===== config.mk =====
export PLATFORM = sky130hd
export DESIGN_NAME = fbio_port
export DESIGN_NICKNAME = d
export VERILOG_FILES = /design/src/verilog/fbio_port.v
export VERILOG_INCLUDE_DIRS = /design/src /design/src/verilog
export SDC_FILE = /design/constraint.sdc
export NUM_CORES = 1
export LEC_CHECK = 0
export ABC_AREA = 1
export BUFFER_PORTS_ARGS = -buffer_cell sky130_fd_sc_hd__buf_4
export CAP_MARGIN = 0
export CORE_MARGIN = 10
export CORE_UTILIZATION = 45
export CTS_CLUSTER_DIAMETER = 200
export DETAILED_ROUTE_END_ITERATION = 12
export GPL_TIMING_DRIVEN = 1
export PLACE_DENSITY = 0.72
export SYNTH_ARGS = -nofsm -noshare
export SYNTH_HDL_FRONTEND = slang
export SYNTH_SLANG_ARGS = --single-unit
export TNS_END_PERCENT = 20

===== constraint.sdc =====
create_clock -name clk_sys -period 1.2 [get_ports clk_sys]
set_clock_uncertainty 0.2 [all_clocks]
set_input_delay 0.24 -clock clk_sys [delete_from_list [all_inputs] [get_ports clk_sys]]
set_output_delay 0.24 -clock clk_sys [all_outputs]
set_load 0.01 [all_outputs]

===== src/verilog/fbio_map.vh =====
// register map and reset values for the five-pin i/o port
// assumes: included by the port design file, byte-wide register port
`ifndef FBIO_MAP_VH
`define FBIO_MAP_VH

`define FBIO_ADDR_W         16
`define FBIO_DATA_ADDR      16'hFFDA
`define FBIO_DIR_ADDR       16'hFFEA
`define FBIO_DATA_RESET     8'h00
`define FBIO_DIR_RESET      8'h00
`define FBIO_DIR_READ_VALUE 8'hFF
`define FBIO_PIN_LSB        3
`define FBIO_PIN_MSB        7
`define FBIO_PIN_COUNT      5
`define FBIO_RSVD_MASK      8'hF8

`endif


===== src/verilog/fbio_port.v =====
// five-pin general-purpose i/o port, pins on bits 7 down to 3
// assumes: one clk_sys domain, a cpu register port whose read data
// follow the read strobe by one cycle, pins driven through separate
// out and enable lines, and pin levels asynchronous to clk_sys; the
// clock enable freezes every flip-flop of the block while it is low
//
// Function
// - data register holds output values for pins at bits 7 to 3
// - data bits 2 to 0 read as zero and ignore writes
// - direction one: port read returns stored data bit
// - direction zero: port read returns sampled pin level
// - direction one makes pin an output, zero an input
// - reset clears the data register to zero
// - reset clears the direction register, all pins inputs
// - direction register is write-only and reads all ones
// - data register at FFDA, direction register at FFEA, byte wide

`timescale 1ns/10ps
`default_nettype none

`include "fbio_map.vh"

module fbio_port (
  // clock, reset and freeze
  input  wire                    clk_sys,
  input  wire                    rst_n,
  input  wire                    clk_en,

  // cpu register port
  input  wire [`FBIO_ADDR_W-1:0] reg_addr,
  input  wire [7:0]              reg_wdata,
  input  wire                    reg_wr,
  input  wire                    reg_rd,
  output reg  [7:0]              reg_rdata,

  // pins, bit 0 is port bit 3
  input  wire [4:0]              pin_in,
  output wire [4:0]              pin_out,
  output wire [4:0]              pin_oe
);

  // ----------------------------------------------------------------
  // constants
  // ----------------------------------------------------------------
  // pin field of the register byte
  localparam integer ADDR_W    = `FBIO_ADDR_W;
  localparam integer PIN_LSB   = `FBIO_PIN_LSB;
  localparam integer PIN_MSB   = `FBIO_PIN_MSB;
  localparam integer PIN_COUNT = `FBIO_PIN_COUNT;

  // register addresses
  localparam [ADDR_W-1:0] DATA_ADDR = `FBIO_DATA_ADDR;
  localparam [ADDR_W-1:0] DIR_ADDR  = `FBIO_DIR_ADDR;

  // reset and read-back values
  localparam [7:0] DATA_RESET_BYTE = `FBIO_DATA_RESET;
  localparam [7:0] DIR_RESET_BYTE  = `FBIO_DIR_RESET;
  localparam [7:0] DIR_READ_BYTE   = `FBIO_DIR_READ_VALUE;
  localparam [7:0] RSVD_MASK       = `FBIO_RSVD_MASK;
  localparam [7:0] IDLE_BYTE       = 8'h00;

  localparam [PIN_COUNT-1:0] DATA_RESET = DATA_RESET_BYTE[PIN_MSB:PIN_LSB];
  localparam [PIN_COUNT-1:0] DIR_RESET  = DIR_RESET_BYTE[PIN_MSB:PIN_LSB];

  // write target select, binary coded
  localparam [1:0] WR_NONE = 2'h0;
  localparam [1:0] WR_DATA = 2'h1;
  localparam [1:0] WR_DIR  = 2'h2;

  // read source select, binary coded
  localparam [1:0] RD_NONE = 2'h0;
  localparam [1:0] RD_DATA = 2'h1;
  localparam [1:0] RD_DIR  = 2'h2;

  // ----------------------------------------------------------------
  // decoding helpers
  // ----------------------------------------------------------------
  function is_addr;
    input [ADDR_W-1:0] a;
    input [ADDR_W-1:0] b;
    begin
      is_addr = (a == b);
    end
  endfunction

  // pin field of a register byte; the reserved low bits fall away here
  function [PIN_COUNT-1:0] pin_field;
    input [7:0] byte_in;
    begin
      pin_field = byte_in[PIN_MSB:PIN_LSB];
    end
  endfunction

  // pin field back into byte position with the reserved bits at zero
  function [7:0] pin_byte;
    input [PIN_COUNT-1:0] field;
    begin
      pin_byte = {field, 3'h0} & RSVD_MASK;
    end
  endfunction

  // register that a write strobe lands in
  function [1:0] write_target;
    input [ADDR_W-1:0] addr;
    begin
      if (is_addr(addr, DATA_ADDR)) begin
        write_target = WR_DATA;
      end else if (is_addr(addr, DIR_ADDR)) begin
        write_target = WR_DIR;
      end else begin
        write_target = WR_NONE;
      end
    end
  endfunction

  // register that a read strobe addresses
  function [1:0] read_source;
    input [ADDR_W-1:0] addr;
    begin
      if (is_addr(addr, DATA_ADDR)) begin
        read_source = RD_DATA;
      end else if (is_addr(addr, DIR_ADDR)) begin
        read_source = RD_DIR;
      end else begin
        read_source = RD_NONE;
      end
    end
  endfunction

  // value a read shows for one pin
  function pin_read;
    input dir_bit_in;
    input data_bit_in;
    input level_in;
    begin
      if (dir_bit_in) begin
        pin_read = data_bit_in;
      end else begin
        pin_read = level_in;
      end
    end
  endfunction

  // ----------------------------------------------------------------
  // bus strobes
  // ----------------------------------------------------------------
  wire       take_wr;
  wire       take_rd;
  reg  [1:0] wr_sel;
  reg        wr_data;
  reg        wr_dir;
  reg  [1:0] rd_sel;

  // a frozen block takes no strobe, so nothing is half done on resume
  assign take_wr = reg_wr & clk_en;
  assign take_rd = reg_rd & clk_en;

  always @* begin
    if (take_wr) begin
      wr_sel = write_target(reg_addr);
    end else begin
      wr_sel = WR_NONE;
    end
  end

  // unmapped addresses select WR_NONE and change nothing
  always @* begin
    case (wr_sel)
      WR_DATA: begin
        wr_data = 1'h1;
        wr_dir  = 1'h0;
      end
      WR_DIR: begin
        wr_data = 1'h0;
        wr_dir  = 1'h1;
      end
      WR_NONE: begin
        wr_data = 1'h0;
        wr_dir  = 1'h0;
      end
      default: begin
        wr_data = 1'h0;
        wr_dir  = 1'h0;
      end
    endcase
  end

  always @* begin
    if (take_rd) begin
      rd_sel = read_source(reg_addr);
    end else begin
      rd_sel = RD_NONE;
    end
  end

  // ----------------------------------------------------------------
  // register state
  // ----------------------------------------------------------------
  wire [PIN_COUNT-1:0] port_output_data;
  wire [PIN_COUNT-1:0] port_direction_control;
  reg  [PIN_COUNT-1:0] next_port_output_data;
  reg  [PIN_COUNT-1:0] next_port_direction_control;
  wire [PIN_COUNT-1:0] pin_sync;
  wire [PIN_COUNT-1:0] port_view;
  reg  [7:0]           next_reg_rdata;

  always @* begin
    if (wr_data) begin
      // only the pin field is kept, so reserved bits stay zero
      next_port_output_data = pin_field(reg_wdata);
    end else begin
      next_port_output_data = port_output_data;
    end
  end

  always @* begin
    if (wr_dir) begin
      next_port_direction_control = pin_field(reg_wdata);
    end else begin
      next_port_direction_control = port_direction_control;
    end
  end

  // ----------------------------------------------------------------
  // per-pin storage
  // ----------------------------------------------------------------
  genvar i;
  generate
    for (i = 0; i < PIN_COUNT; i = i + 1) begin : g_store
      reg data_bit;
      reg dir_bit;

      // stored output value of this pin
      always @(posedge clk_sys or negedge rst_n) begin
        if (!rst_n) begin
          data_bit <= DATA_RESET[i];
        end else if (clk_en) begin
          data_bit <= next_port_output_data[i];
        end
      end

      // direction of this pin; all pins come out of reset as inputs
      always @(posedge clk_sys or negedge rst_n) begin
        if (!rst_n) begin
          dir_bit <= DIR_RESET[i];
        end else if (clk_en) begin
          dir_bit <= next_port_direction_control[i];
        end
      end

      assign port_output_data[i]       = data_bit;
      assign port_direction_control[i] = dir_bit;
    end
  endgenerate

  // ----------------------------------------------------------------
  // pin synchroniser
  // ----------------------------------------------------------------
  generate
    for (i = 0; i < PIN_COUNT; i = i + 1) begin : g_sync
      reg meta_bit;
      reg sync_bit;

      // first stage may go metastable; only the second stage reads it
      always @(posedge clk_sys or negedge rst_n) begin
        if (!rst_n) begin
          meta_bit <= 1'h0;
        end else if (clk_en) begin
          meta_bit <= pin_in[i];
        end
      end

      // frozen with the rest of the block while clk_en is low
      always @(posedge clk_sys or negedge rst_n) begin
        if (!rst_n) begin
          sync_bit <= 1'h0;
        end else if (clk_en) begin
          sync_bit <= meta_bit;
        end
      end

      assign pin_sync[i] = sync_bit;
    end
  endgenerate

  // ----------------------------------------------------------------
  // read view
  // ----------------------------------------------------------------
  generate
    for (i = 0; i < PIN_COUNT; i = i + 1) begin : g_view
      // a changing input pin shows up two enabled edges late
      assign port_view[i] = pin_read(port_direction_control[i],
                                     port_output_data[i],
                                     pin_sync[i]);
    end
  endgenerate

  // ----------------------------------------------------------------
  // pin drive
  // ----------------------------------------------------------------
  generate
    for (i = 0; i < PIN_COUNT; i = i + 1) begin : g_drive
      // drive only while the direction bit selects output
      assign pin_oe[i]  = port_direction_control[i];
      assign pin_out[i] = port_output_data[i];
    end
  endgenerate

  // ----------------------------------------------------------------
  // read data, valid the cycle after the strobe only
  // ----------------------------------------------------------------
  always @* begin
    case (rd_sel)
      RD_DATA: begin
        next_reg_rdata = pin_byte(port_view);
      end
      RD_DIR: begin
        // write-only register: the stored direction is never visible
        next_reg_rdata = DIR_READ_BYTE;
      end
      RD_NONE: begin
        next_reg_rdata = IDLE_BYTE;
      end
      default: begin
        next_reg_rdata = IDLE_BYTE;
      end
    endcase
  end

  // idle value between reads, so a stale byte is never seen twice
  always @(posedge clk_sys or negedge rst_n) begin
    if (!rst_n) begin
      reg_rdata <= IDLE_BYTE;
    end else if (clk_en) begin
      reg_rdata <= next_reg_rdata;
    end
  end

endmodule

`default_nettype wire


==> reports/results.ini <==
[setup_path]
reg2reg_slack_ns = 0.04
cp_max_fo = 2
r2r-end = reg_rdata[5]
start_kind = register
r2r_cells = 4
slowest_delay_ns = 0.45
critPathBufInv = 1
crit_slowest_cell = dfrtp_1
crit_path_end_kind = primary output
required_ns = 0.76
crit_type = register to primary output
timing.rr.start = g_store[2].dir_bit
crit_path_cell_trace = buf_6
critical-path-top-delay-family = flip-flops
worst_ep_arrival_time_ns = 0.91

[grt]
grt_overflow = 0
grt_pass1_vias = 1223
grt_max_degree = 27
grt_pass1_wl_mm = 5.53
antenna_found_initial = 0
grt.total_usage = 0.126

[clock_tree]
path_clk_slew_ns = 0.15
cts_tree = done
clk_latency_ns = 0.32
numCtsBuffers = 3
htreeDepth = 1
root_buffer = clkbuf_4
clockBufferDepth = 2
clkSinkCount = 26

[placed_design]
place_hpwl_mm = 2.60
dp.cells = 228
routabilityCongestion = 0.750
placed_cell_area_um2 = 1630
portBuffers = 48

[timing]
fin_ws_ns = -0.147
worst_slew_pin_slew_ns = 0.330
rsz0062_at_grt = yes
post-route-period-util = 1.12
slew_headroom = 0.780
fmax_ghz = 0.743
finalHoldViolations = 0
maxSlewViolCount = 0
post-route-min-period_ns = 1.35
setup_viol = 18

[layout]
final_cells = 247
syn2layout_area_growth_pct = 43.3
final_layout_size_suffix_gt1_frac = 0.329
final_cell_mix = nand2_1 (63), buf_4 (39), dfrtp_1 (26)
nets = 251
diodes = 0
fillCellCount = 239
mostFrequentLayoutCell = nand2_1
final_cell_area_um2 = 1890

[worst_hold_path]
holdCritStartpoint = clk_en
hold_path.class = input pin to register
min_to = g_sync[4].sync_bit
worstHoldPathCells = 3

[pwr]
cellLeakagePower_nw = 1.05
powerDensity_nw_per_um2 = 930
irDropWorstVdd_v = 0.000712

[floorplanning]
rows = 19
num_io_pins = 52
die_w_um = 74.1
core_um2 = 2780
start_util = 0.474
die_h_um = 74.1
dieArea_um2 = 5490

[route]
dr.first_iter.drc_count = 62
wl_per_cell_um = 14.0
dr_total_vias = 1200
dr.pass1.iters = 5
route.detailed.drc = 0
ant_nets = 0
viasPerCell = 4.86
drt_wl_total_mm = 3.45

[status]
failed_checks = negative setup slack
status = finished with violations

[yosys]
syn_avg_cell_area_um2 = 8.18
netlist_area_um2 = 1320
synth_cells = 161
yosysWarnings = 0
ys_seq_area_frac = 0.494
ys_seq_elements = 26
syn-num-nets = 195
ys_types = 15

[flow_run]
cap_violations = 0

## timing repair
item	CTS	global route
setup endpoints to repair	18	19
hold buffers	13	0
buffers inserted	1	1
pin swaps	0	1
endpoints found under the hold margin	43	0
gates resized for setup	15	1
## cell families (layout without fill, tap and decap cells)
group                  count (synthesis)  in the layout  synth area share
and+or+nand+nor                       96             96             0.340
AOI/OAI and AO/OA                     10             10            0.0380
DFF                                   26             26             0.494
buffers and inverters                 29             84             0.128
## layout make-up
type | count | area, um^2 | share of cell area
multi-input combinational | 106 | 498 | 0.264
clock buffer | 3 | 22.5 | 0.0119
timing repair buffer | 68 | 603 | 0.319
sequential | 26 | 651 | 0.345
clock inverter | 1 | 30.0 | 0.0159
tap | 31 | 38.8 | 0.0205
inverter | 12 | 45.0 | 0.0239
## sequential cells by signal, indices dropped and copies added, names as in the netlist
| signal | flops |
|---|---|
| reg_rdata | 6 |
| g_sync.meta_bit | 5 |
| g_sync.sync_bit | 5 |
| g_store.dir_bit | 5 |
| g_store.data_bit | 5 |
## worst reg2reg max path, cell delays in order (launching register included)
cell     delay (ns)
dfrtp_1        0.45
buf_6          0.14
o21ai_0        0.16
nand3_1        0.09
nand3_1        0.07
## worst max-delay path by stage
stage,from,slack [ns],to,cells after the start
2_1_floorplan,reg_addr[11],0.03,g_store[0].dir_bit,7
3_3_place_gp,reg_addr[2],-0.17,g_store[3].dir_bit,9
3_5_place_dp,reg_addr[2],-0.21,g_store[3].dir_bit,9
4_1_cts,reg_rdata[2],-0.16,reg_rdata[2],1
5_1_grt,reg_rdata[2],-0.19,reg_rdata[1],1
6_report,g_store[2].dir_bit,-0.15,pin_oe[2],1
## routing by layer
metal / GRT usage / wire length [um] / share of wire
met1: 0.133 / 1350 / 0.39
met2: 0.241 / 1870 / 0.54
met3: 0.0319 / 225 / 0.065
met4: 0.0311 / 10 / 0.0029
met5: 0 / 0 / 0
## report_power, final
group	switching, mW	internal [mW]	leakage [nW]
registers	0.0133	0.909	0.347
clock network	0.263	0.338	0.0279
logic	0.108	0.124	0.675
## through the flow
step	hold slack, ns	total power, mW	worst slack [ns]	utilization	setup TNS [ns]
6_report	0.119	1.76	-0.147	0.679	-2.24
5_1_grt	0.122	1.82	-0.189	0.679	-2.91
4_1_cts	0.115	1.77	-0.157	0.675	-2.38
3_5_place_dp	-0.0318	1.14	-0.212	0.586	-2.62
3_3_place_gp	-0.0404	1.13	-0.171	0.586	-2.16
2_1_floorplan	-0.256	1.02	0.0332	-	0
## Yosys cell counts
cell type	count	area, um^2
nand2_1	63	236
dfrtp_1	26	651
nand3_1	20	100
buf_4	12	90.1
inv_1	11	41.3
o21ai_0	10	50.1
nor2_4	4	45.0
buf_2	3	15.0
nand2_2	3	18.8
nand2_4	3	33.8
nor2_1	2	7.51
buf_6	1	11.3
clkbuf_4	1	7.51
inv_2	1	3.75
nor2_2	1	6.26
Power figures use the tool's default switching activity.
